**src/include/ics_regs.svh**
```systemverilog
`ifndef ICS_REGS_SVH
`define ICS_REGS_SVH
`define ICS_SHADOW_BANK   6'h38
`define ICS_OFS_STATUS    8'h84
`define ICS_OFS_WORK      8'h85
`define ICS_OFS_BANKSEL   8'h86
`define ICS_OFS_LATCH_HI  8'h87
`define ICS_OFS_LATCH_UP  8'h88
`define ICS_OFS_FP0L      8'h89
`define ICS_OFS_FP0H      8'h8A
`define ICS_OFS_FP1L      8'h8B
`define ICS_OFS_FP1H      8'h8C
`define ICS_OFS_FP2L      8'h8D
`define ICS_OFS_FP2H      8'h8E
`define ICS_OFS_PROD_LO   8'h8F
`define ICS_OFS_PROD_HI   8'h90
`define ICS_OFS_VIEWCTL   8'h83
`define ICS_BIT_LEVELSEL  0
`define ICS_CTX_MAIN      1'b0
`define ICS_CTX_LOW       1'b1
`endif

```
**src/include/ics_pkg.sv**
```systemverilog
package ics_pkg;
   typedef struct packed {
      logic [7:0] status;
      logic [7:0] work;
      logic [7:0] bank_sel;
      logic [7:0] latch_hi;
      logic [7:0] latch_up;
      logic [7:0] fp0l;
      logic [7:0] fp0h;
      logic [7:0] fp1l;
      logic [7:0] fp1h;
      logic [7:0] fp2l;
      logic [7:0] fp2h;
      logic [7:0] prod_lo;
      logic [7:0] prod_hi;
   } ics_ctx_t;
   typedef enum logic [1:0] {LV_MAIN, LV_LOW, LV_HIGH} ics_level_t;
   typedef struct packed {
      ics_level_t level;
      logic       low_over_main;
      logic       high_saved_main;
   } ics_lvl_t;
endpackage

```
**src/rtl/ics_ctx_save.sv**
```systemverilog
`timescale 1ns/1ps
`include "ics_regs.svh"
// automatic context save/restore between cpu and shadow banks
module ics_ctx_save (
   input  wire logic              CLOCK_I,
   input  wire logic              RST_I,
   input  wire logic              PRIORITY_LEVELS_ENABLE_I,
   input  wire logic              MULTI_VECTOR_ENABLE_I,
   input  wire logic              ENTRY_LOW_I,
   input  wire logic              ENTRY_HIGH_I,
   input  wire logic [7:0]        VECTOR_I,
   input  wire logic [20:0]       PC_I,
   input  wire logic              RETURN_I,
   input  ics_pkg::ics_ctx_t      CPU_CTX_I,
   input  wire logic              SFR_WE_I,
   input  wire logic [13:0]       SFR_ADDR_I,
   input  wire logic [7:0]        SFR_WDATA_I,
   output logic [7:0]             SFR_RDATA_O,
   output logic                   RESTORE_O,
   output ics_pkg::ics_ctx_t      RESTORE_CTX_O,
   output logic                   LOAD_WORK_O,
   output logic [7:0]             WORK_VALUE_O,
   output logic                   PC_PUSH_O,
   output logic [20:0]            PC_PUSH_DATA_O,
   output logic                   SHADOW_LEVEL_SELECT_O
);
   typedef struct packed {
      ics_pkg::ics_lvl_t lvl;
      logic              level_sel;
      logic [7:0]        rdata;
      logic              restore;
      logic              load_work;
      logic [7:0]        work_value;
      logic              push;
      logic [20:0]       push_data;
   } ics_st_t;
   ics_st_t            st_ff;
   ics_st_t            nxt_st;
   logic               mem_we;
   logic               mem_wsel;
   ics_pkg::ics_ctx_t  mem_wdata;
   logic               rest_sel;
   ics_pkg::ics_ctx_t  rest_ctx;
   ics_pkg::ics_ctx_t  view_ctx;
   logic               in_bank;
   logic [7:0]         ofs;

   // byte lane of a context by shadow offset
   function automatic logic [7:0] ctx_byte(input ics_pkg::ics_ctx_t c, input logic [7:0] o);
      unique case (o)
         `ICS_OFS_STATUS:  ctx_byte = c.status;
         `ICS_OFS_WORK:    ctx_byte = c.work;
         `ICS_OFS_BANKSEL: ctx_byte = c.bank_sel;
         `ICS_OFS_LATCH_HI: ctx_byte = c.latch_hi;
         `ICS_OFS_LATCH_UP: ctx_byte = c.latch_up;
         `ICS_OFS_FP0L:    ctx_byte = c.fp0l;
         `ICS_OFS_FP0H:    ctx_byte = c.fp0h;
         `ICS_OFS_FP1L:    ctx_byte = c.fp1l;
         `ICS_OFS_FP1H:    ctx_byte = c.fp1h;
         `ICS_OFS_FP2L:    ctx_byte = c.fp2l;
         `ICS_OFS_FP2H:    ctx_byte = c.fp2h;
         `ICS_OFS_PROD_LO: ctx_byte = c.prod_lo;
         `ICS_OFS_PROD_HI: ctx_byte = c.prod_hi;
         default:          ctx_byte = 8'h00;
      endcase
   endfunction

   assign in_bank = (SFR_ADDR_I[13:8] == `ICS_SHADOW_BANK);
   assign ofs     = SFR_ADDR_I[7:0];

   // save/restore sequencing and software shadow writes
   always_comb begin
      nxt_st           = st_ff;
      nxt_st.restore   = 1'b0;
      nxt_st.load_work = 1'b0;
      nxt_st.push      = 1'b0;
      mem_we           = 1'b0;
      mem_wsel         = `ICS_CTX_MAIN;
      mem_wdata        = CPU_CTX_I;
      rest_sel         = `ICS_CTX_MAIN;
      // multi vector setting deliberately unused here
      if (ENTRY_HIGH_I || ENTRY_LOW_I) begin
         nxt_st.push      = 1'b1;
         nxt_st.push_data = PC_I;
         nxt_st.load_work = 1'b1;
         nxt_st.work_value = VECTOR_I;
         mem_we           = 1'b1;
         unique case (st_ff.lvl.level)
            ics_pkg::LV_MAIN: begin
               mem_wsel = `ICS_CTX_MAIN;
               if (ENTRY_HIGH_I || !PRIORITY_LEVELS_ENABLE_I) begin
                  nxt_st.lvl.level = ics_pkg::LV_HIGH;
                  nxt_st.lvl.high_saved_main = 1'b1;
               end else begin
                  nxt_st.lvl.level = ics_pkg::LV_LOW;
               end
            end
            ics_pkg::LV_LOW: begin
               mem_wsel = `ICS_CTX_LOW;
               nxt_st.lvl.level = ics_pkg::LV_HIGH;
               nxt_st.lvl.high_saved_main = 1'b0;
            end
            ics_pkg::LV_HIGH: begin
               mem_we = 1'b0; // high level: push and vector only, no save, level stays high
            end
            default: begin
               mem_we = 1'b0; // undefined level: no save, back to main
               nxt_st.lvl.level = ics_pkg::LV_MAIN;
            end
         endcase
      end else if (RETURN_I) begin
         nxt_st.restore = 1'b1;
         unique case (st_ff.lvl.level)
            ics_pkg::LV_HIGH: begin
               if (st_ff.lvl.high_saved_main) begin
                  rest_sel = `ICS_CTX_MAIN;
                  nxt_st.lvl.level = ics_pkg::LV_MAIN;
               end else begin
                  rest_sel = `ICS_CTX_LOW;
                  nxt_st.lvl.level = ics_pkg::LV_LOW;
               end
            end
            ics_pkg::LV_LOW: begin
               rest_sel = `ICS_CTX_MAIN;
               nxt_st.lvl.level = ics_pkg::LV_MAIN;
            end
            ics_pkg::LV_MAIN: begin
               nxt_st.restore = 1'b0;
            end
            default: begin
               nxt_st.restore = 1'b0; // undefined level: no restore
               nxt_st.lvl.level = ics_pkg::LV_MAIN;
            end
         endcase
      end else if (SFR_WE_I && in_bank) begin
         if (ofs == `ICS_OFS_VIEWCTL) begin
            nxt_st.level_sel = SFR_WDATA_I[`ICS_BIT_LEVELSEL];
         end else if (ofs >= `ICS_OFS_STATUS && ofs <= `ICS_OFS_PROD_HI) begin
            mem_we    = 1'b1;
            mem_wsel  = st_ff.level_sel;
            mem_wdata = view_ctx;
            unique case (ofs)
               `ICS_OFS_STATUS:  mem_wdata.status   = SFR_WDATA_I;
               `ICS_OFS_WORK:    mem_wdata.work     = SFR_WDATA_I;
               `ICS_OFS_BANKSEL: mem_wdata.bank_sel = SFR_WDATA_I;
               `ICS_OFS_LATCH_HI: mem_wdata.latch_hi = SFR_WDATA_I;
               `ICS_OFS_LATCH_UP: mem_wdata.latch_up = SFR_WDATA_I;
               `ICS_OFS_FP0L:    mem_wdata.fp0l     = SFR_WDATA_I;
               `ICS_OFS_FP0H:    mem_wdata.fp0h     = SFR_WDATA_I;
               `ICS_OFS_FP1L:    mem_wdata.fp1l     = SFR_WDATA_I;
               `ICS_OFS_FP1H:    mem_wdata.fp1h     = SFR_WDATA_I;
               `ICS_OFS_FP2L:    mem_wdata.fp2l     = SFR_WDATA_I;
               `ICS_OFS_FP2H:    mem_wdata.fp2h     = SFR_WDATA_I;
               `ICS_OFS_PROD_LO: mem_wdata.prod_lo  = SFR_WDATA_I;
               default:          mem_wdata.prod_hi  = SFR_WDATA_I;
            endcase
         end
      end
      // registered read of the selected view
      if (!in_bank) begin
         nxt_st.rdata = 8'h00;
      end else if (ofs == `ICS_OFS_VIEWCTL) begin
         nxt_st.rdata = {7'h00, st_ff.level_sel};
      end else begin
         nxt_st.rdata = ctx_byte(view_ctx, ofs);
      end
   end

   always_ff @(posedge CLOCK_I or posedge RST_I) begin
      if (RST_I) begin
         st_ff <= '0;
      end else begin
         st_ff <= nxt_st;
      end
   end

   // context banks, restore value registered outside in restore_ctx_ff
   ics_shadow_mem ics_shadow_mem_i (
      .clk_i   (CLOCK_I),
      .rst_i   (RST_I),
      .we_i    (mem_we),
      .wsel_i  (mem_wsel),
      .wdata_i (mem_wdata),
      .rsel_i  (rest_sel),
      .rdata_o (rest_ctx),
      .vsel_i  (st_ff.level_sel),
      .vdata_o (view_ctx)
   );

   // restore data captured alongside the strobe
   ics_pkg::ics_ctx_t restore_ctx_ff;
   always_ff @(posedge CLOCK_I or posedge RST_I) begin
      if (RST_I) begin
         restore_ctx_ff <= '0;
      end else begin
         restore_ctx_ff <= rest_ctx;
      end
   end

   assign RESTORE_CTX_O         = restore_ctx_ff;
   assign SFR_RDATA_O           = st_ff.rdata;
   assign RESTORE_O             = st_ff.restore;
   assign LOAD_WORK_O           = st_ff.load_work;
   assign WORK_VALUE_O          = st_ff.work_value;
   assign PC_PUSH_O             = st_ff.push;
   assign PC_PUSH_DATA_O        = st_ff.push_data;
   assign SHADOW_LEVEL_SELECT_O = st_ff.level_sel;
endmodule // ics_ctx_save

```
**src/rtl/ics_shadow_mem.sv**
```systemverilog
`timescale 1ns/1ps
`include "ics_regs.svh"
// two-entry context store, combinational read of the stored banks
module ics_shadow_mem (
   input  wire logic             clk_i,
   input  wire logic             rst_i,
   input  wire logic             we_i,
   input  wire logic             wsel_i,
   input  ics_pkg::ics_ctx_t     wdata_i,
   input  wire logic             rsel_i,
   output ics_pkg::ics_ctx_t     rdata_o,
   input  wire logic             vsel_i,
   output ics_pkg::ics_ctx_t     vdata_o
);
   typedef struct packed {
      ics_pkg::ics_ctx_t [1:0] bank;
   } ics_mem_st_t;
   ics_mem_st_t st_ff;
   ics_mem_st_t nxt_st;
   // write port
   always_comb begin
      nxt_st = st_ff;
      if (we_i) begin
         nxt_st.bank[wsel_i] = wdata_i;
      end
   end
   always_ff @(posedge clk_i or posedge rst_i) begin
      if (rst_i) begin
         st_ff <= '0;
      end else begin
         st_ff <= nxt_st;
      end
   end
   assign rdata_o = st_ff.bank[rsel_i];
   assign vdata_o = st_ff.bank[vsel_i];
endmodule // ics_shadow_mem

```
**config.mk**
```make
export PLATFORM = sky130hd
export DESIGN_NAME = ics_ctx_save
export DESIGN_NICKNAME = d
export VERILOG_FILES = /design/src/include/ics_pkg.sv /design/src/rtl/ics_ctx_save.sv /design/src/rtl/ics_shadow_mem.sv
export VERILOG_INCLUDE_DIRS = /design/src /design/src/include
export SDC_FILE = /design/constraint.sdc
export NUM_CORES = 1
export LEC_CHECK = 0
export CORE_UTILIZATION = 48
export CTS_CLUSTER_DIAMETER = 40
export DETAILED_ROUTE_END_ITERATION = 12
export DONT_BUFFER_PORTS = 1
export HOLD_SLACK_MARGIN = 0.12
export REMOVE_ABC_BUFFERS = 1
export SETUP_SLACK_MARGIN = 0.15
export SLEW_MARGIN = 20
export SYNTH_ARGS = -nofsm -noshare
export SYNTH_HDL_FRONTEND = slang
export SYNTH_HIERARCHICAL = 1
export SYNTH_SLANG_ARGS = --single-unit
```
**constraint.sdc**
```tcl
create_clock -name CLOCK_I -period 7.49 [get_ports CLOCK_I]
set_input_delay 0.3745 -clock CLOCK_I [delete_from_list [all_inputs] [get_ports CLOCK_I]]
set_output_delay 0.3745 -clock CLOCK_I [all_outputs]
set_load 0.01 [all_outputs]
```
# Word-level counts from Yosys, hierarchy flattened
# Index checks and enable logic that the tools add are counted.
# op_classes
reduce_logical,15
n_lt_le_gt_ge,6
bitwise_logic,2
n_eq_ne,20
mux,56
# op_table
operator,n
$mux 104,10
$bwmux 208,1
$mux 8,15
$eq 8x8->1 const B,14
$demux 104 s1,1
$pmux 8 s13,1
$mux 31,1
$mux 1,21
$reduce_or 12->1,1
$ge 8x8->1 const B,1
$le 8x8->1 const B,1
$eq 6x6->1 const B,1
$lt 1x2->1 const B,3
$mux 2,3
$ne 2x2->1 const B,3
$pmux 2 s3,1
$reduce_and 3->1,2
$pmux 2 s2,1
$reduce_and 4->1,1
$reduce_bool 2->1,2
$reduce_or 2->1,2
$logic_and 1x1->1,3
$eq 2x1->1 const B,1
$eq 2x2->1 const B,1
other kinds (6),8
# totals
out_inout_bits,145
wordCells,147
input_bits,163
ff_bits,356

# Depth between registers and ports, before layout
# Gate-level depths: netlist (run 1).
# depth
word_depth,12
ltp_mapped,13
ltp_nobuf,7

# By module
# Netlist (run 1), hierarchy kept.
# modules_own_cells
mod,cells_each,seq_area_each_um2,area_per_inst_um2,instances
ics_shadow_mem,674,5205.0,10495.1,1
ics_ctx_save,765,3678.5,7840.0,1

# Least setup slack after synthesis (run 1)
# Ideal clock, no wire load.
# synth_path
kind,in2reg
start,input port SFR_ADDR_I[1]
end,register ics_shadow_mem_i/st_ff[0] (netlist bit)
t_arrival_ns,2.621
path_slack_ns,4.744
setup_time_ns,0.125
path_stages,11
required_time_ns,7.365
cell_sequence,buf_2 > or4_1 > mux2i_1 > or3b_1 > clkbuf_1 > o22ai_1 > nor2b_1 > clkbuf_2 > buf_6 > buf_8 > mux2_4
# synth_via
word_cells_on_any_way,39
cone_classes,4 x order compare; 13 x eq/ne; 19 x mux; 3 x reduce/logical
# synth_lines
element,line,text
start: declaration,ics_ctx_save.sv:16,"input wire logic [13:0] SFR_ADDR_I,"
$ge 8x8->1 (no source line) / $le 8x8->1 (equally long branches),-,
$logic_and 1x1->1 (no source line),-,
$mux 1,ics_ctx_save.sv:138,end else if (ofs >= `ICS_OFS_STATUS && ofs <= `ICS_OFS_PROD_HI) begin
$mux 1 *,ics_ctx_save.sv:136,if (ofs == `ICS_OFS_VIEWCTL) begin
$mux 1 *,ics_ctx_save.sv:135,end else if (SFR_WE_I && in_bank) begin
$mux 1 *,ics_ctx_save.sv:111,end else if (RETURN_I) begin
$mux 1 *,ics_ctx_save.sv:82,if (ENTRY_HIGH_I || ENTRY_LOW_I) begin
named net mem_we,ics_ctx_save.sv:39,logic mem_we;
end signal: assignment,ics_shadow_mem.sv:31,st_ff <= nxt_st;
end: declaration,ics_shadow_mem.sv:18,ics_mem_st_t st_ff;
# Mark *: on every way through the listed nets, which the timed path passes. The rest lies on a longest branch.
# A chain may end at the register's enable or synchronous reset.

# Worst setup path in the final report (run 1)
# layout_path
start,input port ENTRY_HIGH_I
end,register ics_shadow_mem_i/st_ff[100] (netlist bit)
# layout_via
word_cells_on_any_way,10
cone_classes,2 x order compare; 6 x mux; 2 x reduce/logical
# layout_lines
element,line,text
start: declaration,ics_ctx_save.sv:10,"input wire logic ENTRY_HIGH_I,"
$logic_or 1x1->1,ics_ctx_save.sv:82,
$mux 1,ics_ctx_save.sv:82,
named net mem_we,ics_ctx_save.sv:39,
# The timed path passes the listed nets, and every way through them passes these cells.

==> results.md, run 1 <==
- Status: finished clean
- Category of the worst setup path capture point: flip-flop
- Final period utilization: 57.8%
- Starting density of the core: 48.7%
- Sw power: 2.66 mW
- Cell variety after synth: 52
- Sum of negative setup slack: 0 ns
- Filler Cells Inserted: 3151
- Number of enable flip-flop cells after synthesis: 0
- Count of nets after finishing: 1630
- Max layer used: met4
- Worst path bufs/invs: 2
- Proportion of power drawn by combinational gates: 26.5%
- Power density normalized to cell area: 404 mW/mm^2
- Normalized max-slew margin: 24.8%
- Maximum number of pins on one net before global-route repair: 209
- Routed Wire Length: 51400 um
- Detailed Route Iter0 Violations: 568
- Class of the worst hold path: primary input to flip-flop
- Final Hold Violating Endpoints: 0
- Level count of the clock H-tree: 2
- Clock slew at the register clock pins of the worst setup and hold paths: 0.06 ns
- Total setup violations reported at the end of the flow: 0
- CTS Root Cell: sky130_fd_sc_hd__clkbuf_16
- Number of antenna violations at the first check in global routing: 0
- Req. time, crit path: 7.97 ns
- Number of clock sinks: 355
- Crit path arrival time: 4.80 ns
- Core area: 0.0377 sq mm
- Final HPWL DP: 30400 um
- Static leakage: 9.28 nW
- Largest voltage drop on the vdd net: 221 uV
- Register bit total from synthesis: 355
- Min-Delay Startpoint: SFR_ADDR_I[12]
- Vias post-DR: 11599
- Number of nets still failing antenna checks after routing: 0
- Crit start category: primary input
- Final GP Congestion: 0.790
- Gate family responsible for the most delay along the worst path: simple AND/OR/NAND/NOR gates
- Count of synthesis-stage warnings from yosys: 6
- Clock buffer count from CTS: 57
- Vias/cell: 5.73
- Max-slew violation total from the final report: 0
- Critical R2R Launch: SHADOW_LEVEL_SELECT_O
- Cell area after technology mapping: 0.0183 sq mm
- Kind of critical path: primary input to flip-flop
- Critical-path cell list: dlygate4sd3_1 > nor2_4 > nand3b_1 > o22ai_1 > nor2b_4 > buf_4 > mux2_2
- Wire length per cell: 25.4 um
- Proportion of layout cells with a drive suffix above 1: 39.4%
- Critical path startpoint: ENTRY_HIGH_I
- Minimum clock period after layout: 4.33 ns
- Die span in y: 197 um
- Die W: 197 um
- Proportion of power drawn by the clock network: 32.6%
- Largest fanout on the critical path: 38
- Remaining global-route overflow: 0
- Worst-skew pair later-pin latency: 0.60 ns
- Final clock skew: 0.0108 ns
- DRC Markers: 0
- Met2 Routed Length: 23600 um
- Number of port buffers: 0
- Via count of the first global-routing pass: 12182
- Number of violations of the max-capacitance limit: 0
- Register share of total power: 40.9%
- Pint: 5.92 mW
- DR WL met3: 3010 um
- F_max: 231 MHz
- Largest stage delay on the critical path: 0.97 ns
- Avg Inst Size Synth: 12.7 sq um
- GRT Util Overall: 26.5%
- Slowest CP cell: sky130_fd_sc_hd__nor2b_4
- P&R area growth vs syn: 15.8%
- Global-route wire length before repair: 76900 um
- Fraction of the core area covered by cells at the end of the flow: 56.4%
- I/O pin count: 308
- Proportion of synthesized chip area in sequential cells: 48.5%
- DRT Pass-1 Iters: 5
- Sw frac: 31.0%
- Total Die Area: 0.0390 sq mm
- Top_reg_cell synth: sky130_fd_sc_hd__dfrtp_1
- Asr flop ratio synth: 100%
- Max Buffers Root-to-Sink: 3
- Cell row count: 71
- Slew @ Worst Pin: 1.13 ns
- Met1 layer wirelength in the final routing: 23400 um
- Synthesized instance count: 1439
- Clock tree from TritonCTS: built
- Setup repair after global routing missed its margin: false
logic make-up (layout without fill, tap and decap cells):
logic type,count (synthesis),in the layout,share of synthesized area [%]
adder cells (fa/ha/maj),3,3,0.205
AND/OR/NAND/NOR,189,189,4.83
buffers and inverters,148,221,5.09
flip-flops,355,355,48.5
other,0,1,0
AO/OA/AOI/OAI,167,167,5.18
multiplexers,577,577,36.2
power by group through the flow:
stage / clock [mW] / sequential [mW] / combinational, mW
after floorplan: 0 / 3.32 / 2.01
after CTS: 2.85 / 3.50 / 2.27
after detailed placement: 0 / 3.51 / 2.21
after global placement: 0 / 3.49 / 2.18
after global routing: 2.93 / 3.61 / 2.45
final: 2.80 / 3.50 / 2.27
Yosys cell counts (2+ instances only):
cell	instances	share of area (%)
sky130_fd_sc_hd__mux2_2	395	24
sky130_fd_sc_hd__dfrtp_1	355	48
sky130_fd_sc_hd__a21oi_1	117	3.2
sky130_fd_sc_hd__mux2i_1	116	6.3
sky130_fd_sc_hd__nor2_1	114	2.3
sky130_fd_sc_hd__mux2_4	60	4.9
sky130_fd_sc_hd__buf_4	53	2.2
sky130_fd_sc_hd__buf_2	46	1.3
sky130_fd_sc_hd__nand2_1	26	0.53
sky130_fd_sc_hd__clkbuf_1	21	0.43
sky130_fd_sc_hd__a22oi_1	12	0.49
sky130_fd_sc_hd__nand3_1	11	0.30
sky130_fd_sc_hd__o21ai_0	10	0.27
sky130_fd_sc_hd__inv_1	8	0.16
sky130_fd_sc_hd__a22o_1	7	0.33
sky130_fd_sc_hd__a31oi_1	7	0.24
sky130_fd_sc_hd__buf_6	7	0.43
sky130_fd_sc_hd__nor2b_1	7	0.24
sky130_fd_sc_hd__buf_1	6	0.12
sky130_fd_sc_hd__buf_8	6	0.49
sky130_fd_sc_hd__mux4_2	6	0.74
sky130_fd_sc_hd__nand3b_1	4	0.16
sky130_fd_sc_hd__and3_1	3	0.10
sky130_fd_sc_hd__ha_1	3	0.20
sky130_fd_sc_hd__nand2_2	3	0.10
sky130_fd_sc_hd__a21o_1	2	0.082
sky130_fd_sc_hd__a32oi_1	2	0.096
sky130_fd_sc_hd__and2_1	2	0.068
sky130_fd_sc_hd__nand2b_1	2	0.068
sky130_fd_sc_hd__nor2_2	2	0.068
sky130_fd_sc_hd__nor3_1	2	0.055
sky130_fd_sc_hd__nor3b_1	2	0.082
sky130_fd_sc_hd__nor4b_2	2	0.16
sky130_fd_sc_hd__o32ai_1	2	0.096
routing by layer:
| metal | vias to the layer above | track usage (%) |
|---|---|---|
| met5 | - | 0 |
| met2 | 377 | 40.6 |
| met3 | 91 | 5.05 |
| li1 | 5202 | - |
| met4 | 0 | 9.39 |
| met1 | 5929 | 37.4 |
state kept, by name, indices dropped and copies added (netlist names):
signal / cells
WORK_VALUE_O: 8
st_ff: 3
RESTORE_O: 1
PC_PUSH_DATA_O: 21
SHADOW_LEVEL_SELECT_O: 1
SFR_RDATA_O: 8
RESTORE_CTX_O: 104
LOAD_WORK_O: 1
ics_shadow_mem_i/st_ff: 208
final timing paths:
| kind | end | slack, ns | cells after the start |
|---|---|---|---|
| hold reg to reg | st_ff[44] | 0.52 | 1 |
| setup / recovery | ics_shadow_mem_i/st_ff[100] | 3.16 | 7 |
| hold / removal | SFR_RDATA_O[0] | 0.12 | 2 |
| setup reg to reg | SFR_RDATA_O[5] | 3.88 | 7 |
| min in group asynchronous | ics_shadow_mem_i/st_ff[114] | 0.50 | 2 |
| max in group asynchronous | ics_shadow_mem_i/st_ff[188] | 5.52 | 3 |
cells in the final DEF, fill, tap and decap left out, types with 3 or more instances in the layout:
cell                            instances
sky130_fd_sc_hd__dfrtp_1              354
sky130_fd_sc_hd__inv_6                 14
sky130_fd_sc_hd__clkinvlp_4             6
sky130_fd_sc_hd__inv_1                  6
sky130_fd_sc_hd__clkinv_8               3
sky130_fd_sc_hd__a21oi_1              117
sky130_fd_sc_hd__clkinv_4              14
sky130_fd_sc_hd__nand3_1               11
sky130_fd_sc_hd__clkbuf_16             57
sky130_fd_sc_hd__nor2_1               113
sky130_fd_sc_hd__mux2_2               395
sky130_fd_sc_hd__nor2b_1                6
sky130_fd_sc_hd__o21ai_0               10
sky130_fd_sc_hd__a22o_1                 7
sky130_fd_sc_hd__ha_1                   3
sky130_fd_sc_hd__a22oi_1               12
sky130_fd_sc_hd__nand3b_1               4
sky130_fd_sc_hd__dlygate4sd3_1         93
sky130_fd_sc_hd__buf_4                 12
sky130_fd_sc_hd__bufinv_16              9
sky130_fd_sc_hd__mux4_2                 6
sky130_fd_sc_hd__mux2i_1              116
sky130_fd_sc_hd__nand2_1               25
sky130_fd_sc_hd__a31oi_1                7
sky130_fd_sc_hd__nand2_2                3
sky130_fd_sc_hd__mux2_4                60
per-stage QoR:
stage,setup WS (ns),hold slack [ns],cell area (sq um),power (mW),std cells
5_1_grt,3.01,0.122,21200,8.99,2023
2_1_floorplan,-6.05,0.471,17400,5.33,1299
3_5_place_dp,3.11,0.480,18200,5.72,1823
3_3_place_gp,3.09,0.471,18200,5.67,1823
4_1_cts,3.23,0.120,21200,8.62,2023
6_report,3.16,0.118,21200,8.57,2024
what timing repair did:
item,4_1_cts,5_1_grt
buffers inserted,0,0
hold buffers,93,0
gates resized for setup,0,0
setup endpoints to repair,0,0
endpoints found under the hold margin,353,0
final cells by class:
cell class                      count  area, sq um  share of cell area, %
Inverter                            8         47.5                  0.224
Antenna cell                        1         2.50                 0.0118
Tap cell                          511          639                   3.01
Multi-Input combinational cell    936         8550                   40.3
Clock inverter                     47          606                   2.85
Timing Repair Buffer              106         1040                   4.90
Clock buffer                       60         1450                   6.82
Sequential cell                   355         8890                   41.9
Power figures use the tool's default switching activity.
==> run 2, diff against run 1 <==
- PLACE_DENSITY: unset -> 0.65
- clock period: 7.49 -> 3.6 ns (I/O delays scaled with it)
==> run 2 against run 1 <==
Against the previous run: combinational power grew 120%; critical path depth grew 1; largest cell class unchanged; critical path type unchanged; first-iteration DRC count grew 3.0%; global-route usage grew 1.1 points; die area is the same; highest routed layer is now met5; final cell count grew 5.0%.
==> results.md, run 2 (synthesis results as in run 1) <==
- Status: finished clean (unchanged)
- Vias post-DR: 12230 (was 11599)
- Number of gates resized after CTS: 0 (unchanged)
- Final instance count without filler cells: 2125 (was 2024)
- Kind of critical path: primary input to flip-flop (unchanged)
- Wire length per cell: 25.2 um (was 25.4 um)
- Worst-skew pair later-pin latency: 0.61 ns (was 0.60 ns)
- Max Buffers Root-to-Sink: 3 (unchanged)
- DRT Pass-1 Iters: 6 (was 5)
- Clock buffer count from CTS: 55 (was 57)
- Vias/cell: 5.76 (was 5.73)
- Final GP Congestion: 0.838 (was 0.790)
- Clock slew at the register clock pins of the worst setup and hold paths: 0.06 ns (about the same)
- Die W: 197 um (unchanged)
- Most flops, register: ics_shadow_mem_i/st_ff (unchanged)
- Max FFs per register: 208 (unchanged)
- Class of the worst hold path: primary input to flip-flop (unchanged)
- Via count of the first global-routing pass: 13036 (was 12182)
- Detailed Route Iter0 Violations: 585 (was 568)
- Diodes inserted: 0 (was 1)
- Max-slew violation total from the final report: 0 (unchanged)
- Maximum number of pins on one net before global-route repair: 209 (unchanged)
- Req. time, crit path: 4.09 ns (was 7.97 ns)
- Most used cells in the layout excluding fill and tap cells: sky130_fd_sc_hd__mux2_2, sky130_fd_sc_hd__dfrtp_1, sky130_fd_sc_hd__dlygate4sd3_1, sky130_fd_sc_hd__a21oi_1, sky130_fd_sc_hd__mux2i_1 (was sky130_fd_sc_hd__mux2_2, sky130_fd_sc_hd__dfrtp_1, sky130_fd_sc_hd__a21oi_1, sky130_fd_sc_hd__mux2i_1, sky130_fd_sc_hd__nor2_1)
- Setup WS pre-CTS: 0.652 ns (was 3.11 ns)
- Clock tree from TritonCTS: built (unchanged)
- Worst hold path depth: 3 (was 2)
- Setup ws final: 0.323 ns (was 3.16 ns)
- I/O pin count: 308 (unchanged)
- Starting density of the core: 48.7% (unchanged)
- Min-Delay Startpoint: SFR_ADDR_I[3] (was SFR_ADDR_I[12])
- Largest voltage drop on the vdd net: 410 uV (was 221 uV)
- Final clock skew: 0.0149 ns (was 0.0108 ns)
- Number of clock sinks: 355 (unchanged)
- Level count of the clock H-tree: 2 (unchanged)
- Die span in y: 197 um (unchanged)
- Cells on worst reg2reg path: 7 (unchanged)
- Max layer used: met5 (was met4)
- Most common cell after layout, fill and taps aside: sky130_fd_sc_hd__mux2_2 (unchanged)
- Static leakage: 9.73 nW (was 9.28 nW)
- Number of nets still failing antenna checks after routing: 0 (unchanged)
- DRC Markers: 0 (unchanged)
- Final Hold Violating Endpoints: 0 (unchanged)
- Minimum clock period after layout: 3.28 ns
- Capture point of the worst reg-to-reg path: SFR_RDATA_O[1] (was SFR_RDATA_O[5])
- Total Die Area: 0.0390 sq mm (unchanged)
- Core area: 0.0377 sq mm (unchanged)
- Sum of negative setup slack: 0 ns (unchanged)
- Crit start category: primary input (unchanged)
- GRT Util Overall: 27.6% (was 26.5%)
- Number of port buffers: 0 (unchanged)
- Number of violations of the max-capacitance limit: 0 (unchanged)
- Cell row count: 71 (unchanged)
- Proportion of layout cells with a drive suffix above 1: 37.9% (was 39.4%)
- Placed Cells: 1847 (was 1823)
- Largest fanout on the critical path: 208 (was 38)
- Met1 layer wirelength in the final routing: 23900 um (was 23400 um)
- Number of antenna violations at the first check in global routing: 5 (was 0)
- Remaining global-route overflow: 0 (unchanged)
- P&R area growth vs syn: 21.2% (was 15.8%)
- Count of nets after finishing: 1737 (was 1630)
- Global-route wire length before repair: 80300 um (was 76900 um)
- Total setup violations reported at the end of the flow: 0 (unchanged)
- DR WL met3: 2980 um (was 3010 um)
- Power density normalized to cell area: 805 mW/mm^2 (was 404 mW/mm^2)
- Slew @ Worst Pin: 1.31 ns (was 1.13 ns)
- Category of the worst setup path capture point: flip-flop (unchanged)
- Crit path arrival time: 3.77 ns (was 4.80 ns)
- Pwr Total: 17.9 mW (was 8.57 mW)
- Register-to-Register Setup Slack: 0.58 ns (was 3.88 ns)
- Critical R2R Launch: SHADOW_LEVEL_SELECT_O (unchanged)
- Final period utilization: 91.0%
- F_max: 305 MHz
- Final HPWL DP: 31500 um (was 30400 um)
- Normalized max-slew margin: 12.8% (was 24.8%)
- Routed Wire Length: 53600 um (was 51400 um)
- Setup repair after global routing missed its margin: false (unchanged)
- CTS Root Cell: sky130_fd_sc_hd__clkbuf_16 (unchanged)
- Capture endpoint of the worst hold path: SFR_RDATA_O[0] (unchanged)
- Met2 Routed Length: 25100 um (was 23600 um)
run 2: cell count changes in the layout (fill, tap and decap cells not counted), moves of 5 or more:
cell,previous run,this run
sky130_fd_sc_hd__dlygate4sd3_1,93,178
sky130_fd_sc_hd__buf_4,12,31
sky130_fd_sc_hd__inv_8,1,6
sky130_fd_sc_hd__inv_6,14,9
sky130_fd_sc_hd__buf_12,1,6
sky130_fd_sc_hd__clkinv_4,14,8
run 2: power by group:
group,total [mW],internal [mW],switching [mW]
logic,4.98,2.95,2.03
registers,7.27,5.82,1.46
clock network,5.63,3.52,2.11
total,17.9,12.3,5.59
run 2: worst max path at each step:
stage                               start                          end  cells past startpoint  slack [ns]
global placement            SFR_ADDR_I[2]   ics_shadow_mem_i/st_ff[31]                      7        0.68
global route                 ENTRY_HIGH_I  ics_shadow_mem_i/st_ff[166]                      8        0.30
finish                       ENTRY_HIGH_I  ics_shadow_mem_i/st_ff[166]                      8        0.32
detailed placement          SFR_ADDR_I[2]   ics_shadow_mem_i/st_ff[82]                      7        0.65
floorplan                    ENTRY_HIGH_I  ics_shadow_mem_i/st_ff[104]                      7       -9.74
CTS                 SHADOW_LEVEL_SELECT_O               SFR_RDATA_O[1]                      7        0.59
run 2: worst max-delay path, stage by stage:
cell,delay (ns)
sky130_fd_sc_hd__dlygate4sd3_1,0.64
sky130_fd_sc_hd__nor2_4,0.13
sky130_fd_sc_hd__nand3b_1,0.27
sky130_fd_sc_hd__nor4b_4,0.42
sky130_fd_sc_hd__buf_12,0.59
sky130_fd_sc_hd__a21oi_1,0.16
sky130_fd_sc_hd__dlygate4sd3_1,0.64
sky130_fd_sc_hd__mux2_2,0.27
run 2: layout make-up:
class,instances,area [sq um]
multi-input combinational,936,8550
clock buffer,61,1440
timing repair buffer,215,2130
sequential,355,8890
fill,3098,15400
clock inverter,39,520
tap,511,639
inverter,8,42.5
run 2: per-layer routing:
metal	up-vias	global-route usage, %
li1	5405	-
met1	6334	37.3
met2	385	43.9
met3	98	5.14
met4	8	10.6
met5	-	0
run 2: per-stage QoR:
step	hold WS, ns	util (%)	instance area [sq um]
6_report	0.140	59.0	22200
5_1_grt	0.143	59.0	22200
4_1_cts	0.125	59.0	22200
3_5_place_dp	0.253	49.1	18500
3_3_place_gp	0.243	49.1	18500
2_1_floorplan	0.331	-	17400
run 2: repair_timing:
| action | CTS | global route |
|---|---|---|
| hold buffers | 178 | 0 |
| buffers inserted | 0 | 0 |
| endpoints found under the hold margin | 457 | 0 |
==> run 3, diff against run 2 <==
- SYNTH_HIERARCHICAL: 1 -> unset
==> run 3 against run 2 <==
Against the previous run: cell area up 0.99%; wire length grew 20%; utilization grew 0.72 points; worst setup slack got worse by 0.050 ns; register-to-register slack worse by 0.14 ns; maximum frequency down 1.5%; global-route usage rose by 5.3 points; count of clock-buffer cells in the layout down 5; synthesized cell count is 13% higher; largest cell class unchanged.
==> results.md, run 3 <==
- Status: finished clean (unchanged)
- Global-route wire length before repair: 95600 um (was 80300 um)
- Register bit total from synthesis: 355 (unchanged)
- Req. time, crit path: 4.07 ns (was 4.09 ns)
- Minimum clock period after layout: 3.33 ns (was 3.28 ns)
- Vias/cell: 6.47 (was 5.76)
- Most frequently used cell type in the post-synthesis netlist: sky130_fd_sc_hd__dfrtp_1 (was sky130_fd_sc_hd__mux2_2)
- Worst-skew pair later-pin latency: 0.59 ns (was 0.61 ns)
- Critical R2R Launch: SHADOW_LEVEL_SELECT_O (unchanged)
- Die span in y: 197 um (about the same)
- Most common cell after layout, fill and taps aside: sky130_fd_sc_hd__dfrtp_1 (was sky130_fd_sc_hd__mux2_2)
- Largest voltage drop on the vdd net: 445 uV (was 410 uV)
- Number of enable flip-flop cells after synthesis: 0 (unchanged)
- Count of synthesis-stage warnings from yosys: 0 (was 6)
- Setup WS pre-CTS: 0.868 ns (was 0.652 ns)
- Level count of the clock H-tree: 2 (unchanged)
- Count of nets after finishing: 1919 (was 1737)
- Max-slew violation total from the final report: 0 (unchanged)
- Number of antenna violations at the first check in global routing: 5 (unchanged)
- Max FFs per register: 208 (unchanged)
- Detailed Route Iter0 Violations: 1762 (was 585)
- Cell occurring most often along the worst timing path: sky130_fd_sc_hd__dlygate4sd3_1 (unchanged)
- Number of violations of the max-capacitance limit: 0 (unchanged)
- Clock tree from TritonCTS: built (unchanged)
- Category of the worst setup path capture point: flip-flop (unchanged)
- Largest fanout on the critical path: 104 (was 208)
- Clock slew at the register clock pins of the worst setup and hold paths: 0.06 ns (about the same)
- Class of the worst hold path: primary input to flip-flop (unchanged)
- Remaining global-route overflow: 0 (unchanged)
- Total setup violations reported at the end of the flow: 0 (unchanged)
- Power density normalized to cell area: 794 mW/mm^2 (was 805 mW/mm^2)
- Normalized max-slew margin: 21.7% (was 12.8%)
- Core area: 0.0376 sq mm (was 0.0377 sq mm)
- Final period utilization: 92.4% (was 91.0%)
- Critical-path cell list: dlygate4sd3_1 > nor2_1 > dlygate4sd3_1 > and2_1 > nor4b_4 > buf_12 > o21ai_0 > o221a_2 > dlygate4sd3_1 (was dlygate4sd3_1 > nor2_4 > nand3b_1 > nor4b_4 > buf_12 > a21oi_1 > dlygate4sd3_1 > mux2_2)
- Setup ws final: 0.273 ns (was 0.323 ns)
- Die W: 197 um (about the same)
- Cells on worst reg2reg path: 6 (was 7)
- DRC Markers: 0 (unchanged)
- Cell area after technology mapping: 0.0183 sq mm (about the same)
- F_max: 301 MHz (was 305 MHz)
- Cell variety after synth: 57 (was 52)
- Proportion of layout cells with a drive suffix above 1: 26.0% (was 37.9%)
- Final instance count without filler cells: 2307 (was 2125)
- I/O pin count: 308 (unchanged)
- Largest stage delay on the critical path: 0.65 ns (was 0.64 ns)
- GRT Util Overall: 32.9% (was 27.6%)
- Static leakage: 8.96 nW (was 9.73 nW)
- Number of nets still failing antenna checks after routing: 0 (unchanged)
- Clock buffer count from CTS: 51 (was 55)
- Max Buffers Root-to-Sink: 3 (unchanged)
- Cell row count: 71 (unchanged)
- Setup repair after global routing missed its margin: false (unchanged)
- Slew @ Worst Pin: 1.17 ns (was 1.31 ns)
- Most flops, register: ics_shadow_mem_i.st_ff (was ics_shadow_mem_i/st_ff)
- Routed Wire Length: 64300 um (was 53600 um)
- Proportion of synthesized chip area in sequential cells: 48.7% (was 48.5%)
- Pwr Total: 17.8 mW (was 17.9 mW)
- Share of the synthesized area in the top cell type: 48.7% (was 48.5%)
- Worst hold path depth: 3 (unchanged)
- Kind of critical path: primary input to flip-flop (unchanged)
- Min-Delay Startpoint: SFR_ADDR_I[1] (was SFR_ADDR_I[3])
- Synthesized instance count: 1619 (was 1439)
- CTS Root Cell: sky130_fd_sc_hd__clkbuf_16 (unchanged)
- Crit path arrival time: 3.79 ns (was 3.77 ns)
- Vias post-DR: 14917 (was 12230)
- Most used cells in the layout excluding fill and tap cells: sky130_fd_sc_hd__dfrtp_1, sky130_fd_sc_hd__dlygate4sd3_1, sky130_fd_sc_hd__mux2_2, sky130_fd_sc_hd__o221a_2, sky130_fd_sc_hd__nor2_1 (was sky130_fd_sc_hd__mux2_2, sky130_fd_sc_hd__dfrtp_1, sky130_fd_sc_hd__dlygate4sd3_1, sky130_fd_sc_hd__a21oi_1, sky130_fd_sc_hd__mux2i_1)
- Number of clock sinks: 355 (unchanged)
- Wire length per cell: 27.9 um (was 25.2 um)
- Total Die Area: 0.0388 sq mm (was 0.0390 sq mm)
- P&R area growth vs syn: 22.9% (was 21.2%)
- Final GP Congestion: 0.909 (was 0.838)
- Cell accounting for the most synthesized area: sky130_fd_sc_hd__dfrtp_1 (unchanged)
- Final Hold Violating Endpoints: 0 (unchanged)
- Starting density of the core: 48.6% (was 48.7%)
- Slowest CP cell: sky130_fd_sc_hd__dlygate4sd3_1 (unchanged)
- Final clock skew: 0.0126 ns (was 0.0149 ns)
- Critical path startpoint: SFR_ADDR_I[8] (was ENTRY_HIGH_I)
- Top cells by instance count after synthesis: sky130_fd_sc_hd__dfrtp_1, sky130_fd_sc_hd__mux2_2, sky130_fd_sc_hd__o221a_2, sky130_fd_sc_hd__nor2_1, sky130_fd_sc_hd__nand2_1 (was sky130_fd_sc_hd__mux2_2, sky130_fd_sc_hd__dfrtp_1, sky130_fd_sc_hd__a21oi_1, sky130_fd_sc_hd__mux2i_1, sky130_fd_sc_hd__nor2_1)
- Top_reg_cell synth: sky130_fd_sc_hd__dfrtp_1 (unchanged)
- Maximum number of pins on one net before global-route repair: 121 (was 209)
- Number of port buffers: 0 (unchanged)
- Asr flop ratio synth: 100% (unchanged)
- Placed Cells: 1996 (was 1847)
- DRT Pass-1 Iters: 5 (was 6)
- Top cells by area, synth: sky130_fd_sc_hd__dfrtp_1, sky130_fd_sc_hd__mux2_2, sky130_fd_sc_hd__o221a_2 (was sky130_fd_sc_hd__dfrtp_1, sky130_fd_sc_hd__mux2_2, sky130_fd_sc_hd__mux2i_1)
- Avg Inst Size Synth: 11.3 sq um (was 12.7 sq um)
- Crit start category: primary input (unchanged)
- Final HPWL DP: 37600 um (was 31500 um)
- Via count of the first global-routing pass: 14844 (was 13036)
-- run 3: cell types whose count changed after synthesis, moves of 53 or more --
cell,delta
sky130_fd_sc_hd__mux2_2,-211
sky130_fd_sc_hd__a21oi_1,-79
sky130_fd_sc_hd__o21ai_0,+53
sky130_fd_sc_hd__o221a_2,+121
sky130_fd_sc_hd__o21a_1,+74
sky130_fd_sc_hd__nand2_1,+84
sky130_fd_sc_hd__clkbuf_1,+62
sky130_fd_sc_hd__mux2_4,-59
-- run 3: worst paths after layout --
kind                                               end  slack, ns
max reg2reg                ics_shadow_mem_i.st_ff[141]       0.44
max                         ics_shadow_mem_i.st_ff[75]       0.27
min reg2reg                ics_shadow_mem_i.st_ff[177]       0.51
min in group asynchronous            RESTORE_CTX_O[52]       0.20
min                                     SFR_RDATA_O[0]       0.15
max in group asynchronous            RESTORE_CTX_O[94]       2.36
-- run 3: timing repair --
action / in CTS / in global routing
gates resized for setup: 0 / 0
hold buffers: 213 / 0
setup buffers: 0 / 2
endpoints found under the hold margin: 392 / 0
setup endpoints to repair: 0 / 8
-- run 3: worst max-delay path, delay by kind of cell --
kind            cells  cell delay, ns
compound gates      2            0.36
buf+inv             4            2.24
simple gates        3            0.93
-- run 3: cell families (layout without fill, tap and decap cells) --
| logic type | count (synthesis) | after routing | synth area share (%) |
|---|---|---|---|
| AO/OA/AOI/OAI | 460 | 460 | 20.4 |
| flip-flops | 355 | 355 | 48.7 |
| AND/OR/NAND/NOR | 311 | 311 | 7.75 |
| multiplexers | 286 | 286 | 17.5 |
| buffers and inverters | 204 | 378 | 5.46 |
| adder cells (fa/ha/maj) | 3 | 3 | 0.206 |
| other | 0 | 3 | 0 |
-- run 3: final cells by class --
type,count,area (sq um)
Fill cell,3060,15100
Clock inverter,37,367
Timing Repair Buffer,254,2610
Tap cell,511,639
Multi-Input combinational cell,1060,8450
Clock buffer,56,1360
Sequential cell,355,8890
Antenna cell,3,7.51
Inverter,31,124
-- run 3: power breakdown --
| part | switching [mW] | internal, mW | leakage (nW) | total [mW] |
|---|---|---|---|---|
| Clock | 2.07 | 2.95 | 0.847 | 5.03 |
| Sequential | 1.52 | 5.79 | 3.97 | 7.31 |
| Combinational | 2.53 | 2.94 | 4.14 | 5.48 |
-- run 3: per-stage QoR --
| stage | cell area, sq um | hold slack (ns) | util [%] | setup TNS, ns |
|---|---|---|---|---|
| 3_5_place_dp | 18500 | 0.164 | 49.3 | 0 |
| 2_1_floorplan | 17400 | 0.331 | - | -3132.70 |
| 4_1_cts | 22400 | 0.125 | 59.6 | 0 |
| 3_3_place_gp | 18500 | 0.166 | 49.3 | 0 |
| 5_1_grt | 22400 | 0.147 | 59.7 | 0 |
| 6_report | 22400 | 0.150 | 59.7 | 0 |
-- run 3: routing by layer --
metal  global-route usage [%]  vias to the layer above  wire [um]
met3                     7.60                      188       6190
met4                     14.6                        2       2800
met2                     50.7                      856      29600
li1                         -                     6322          -
met5                        0                        -         17
met1                     44.4                     7549      25700
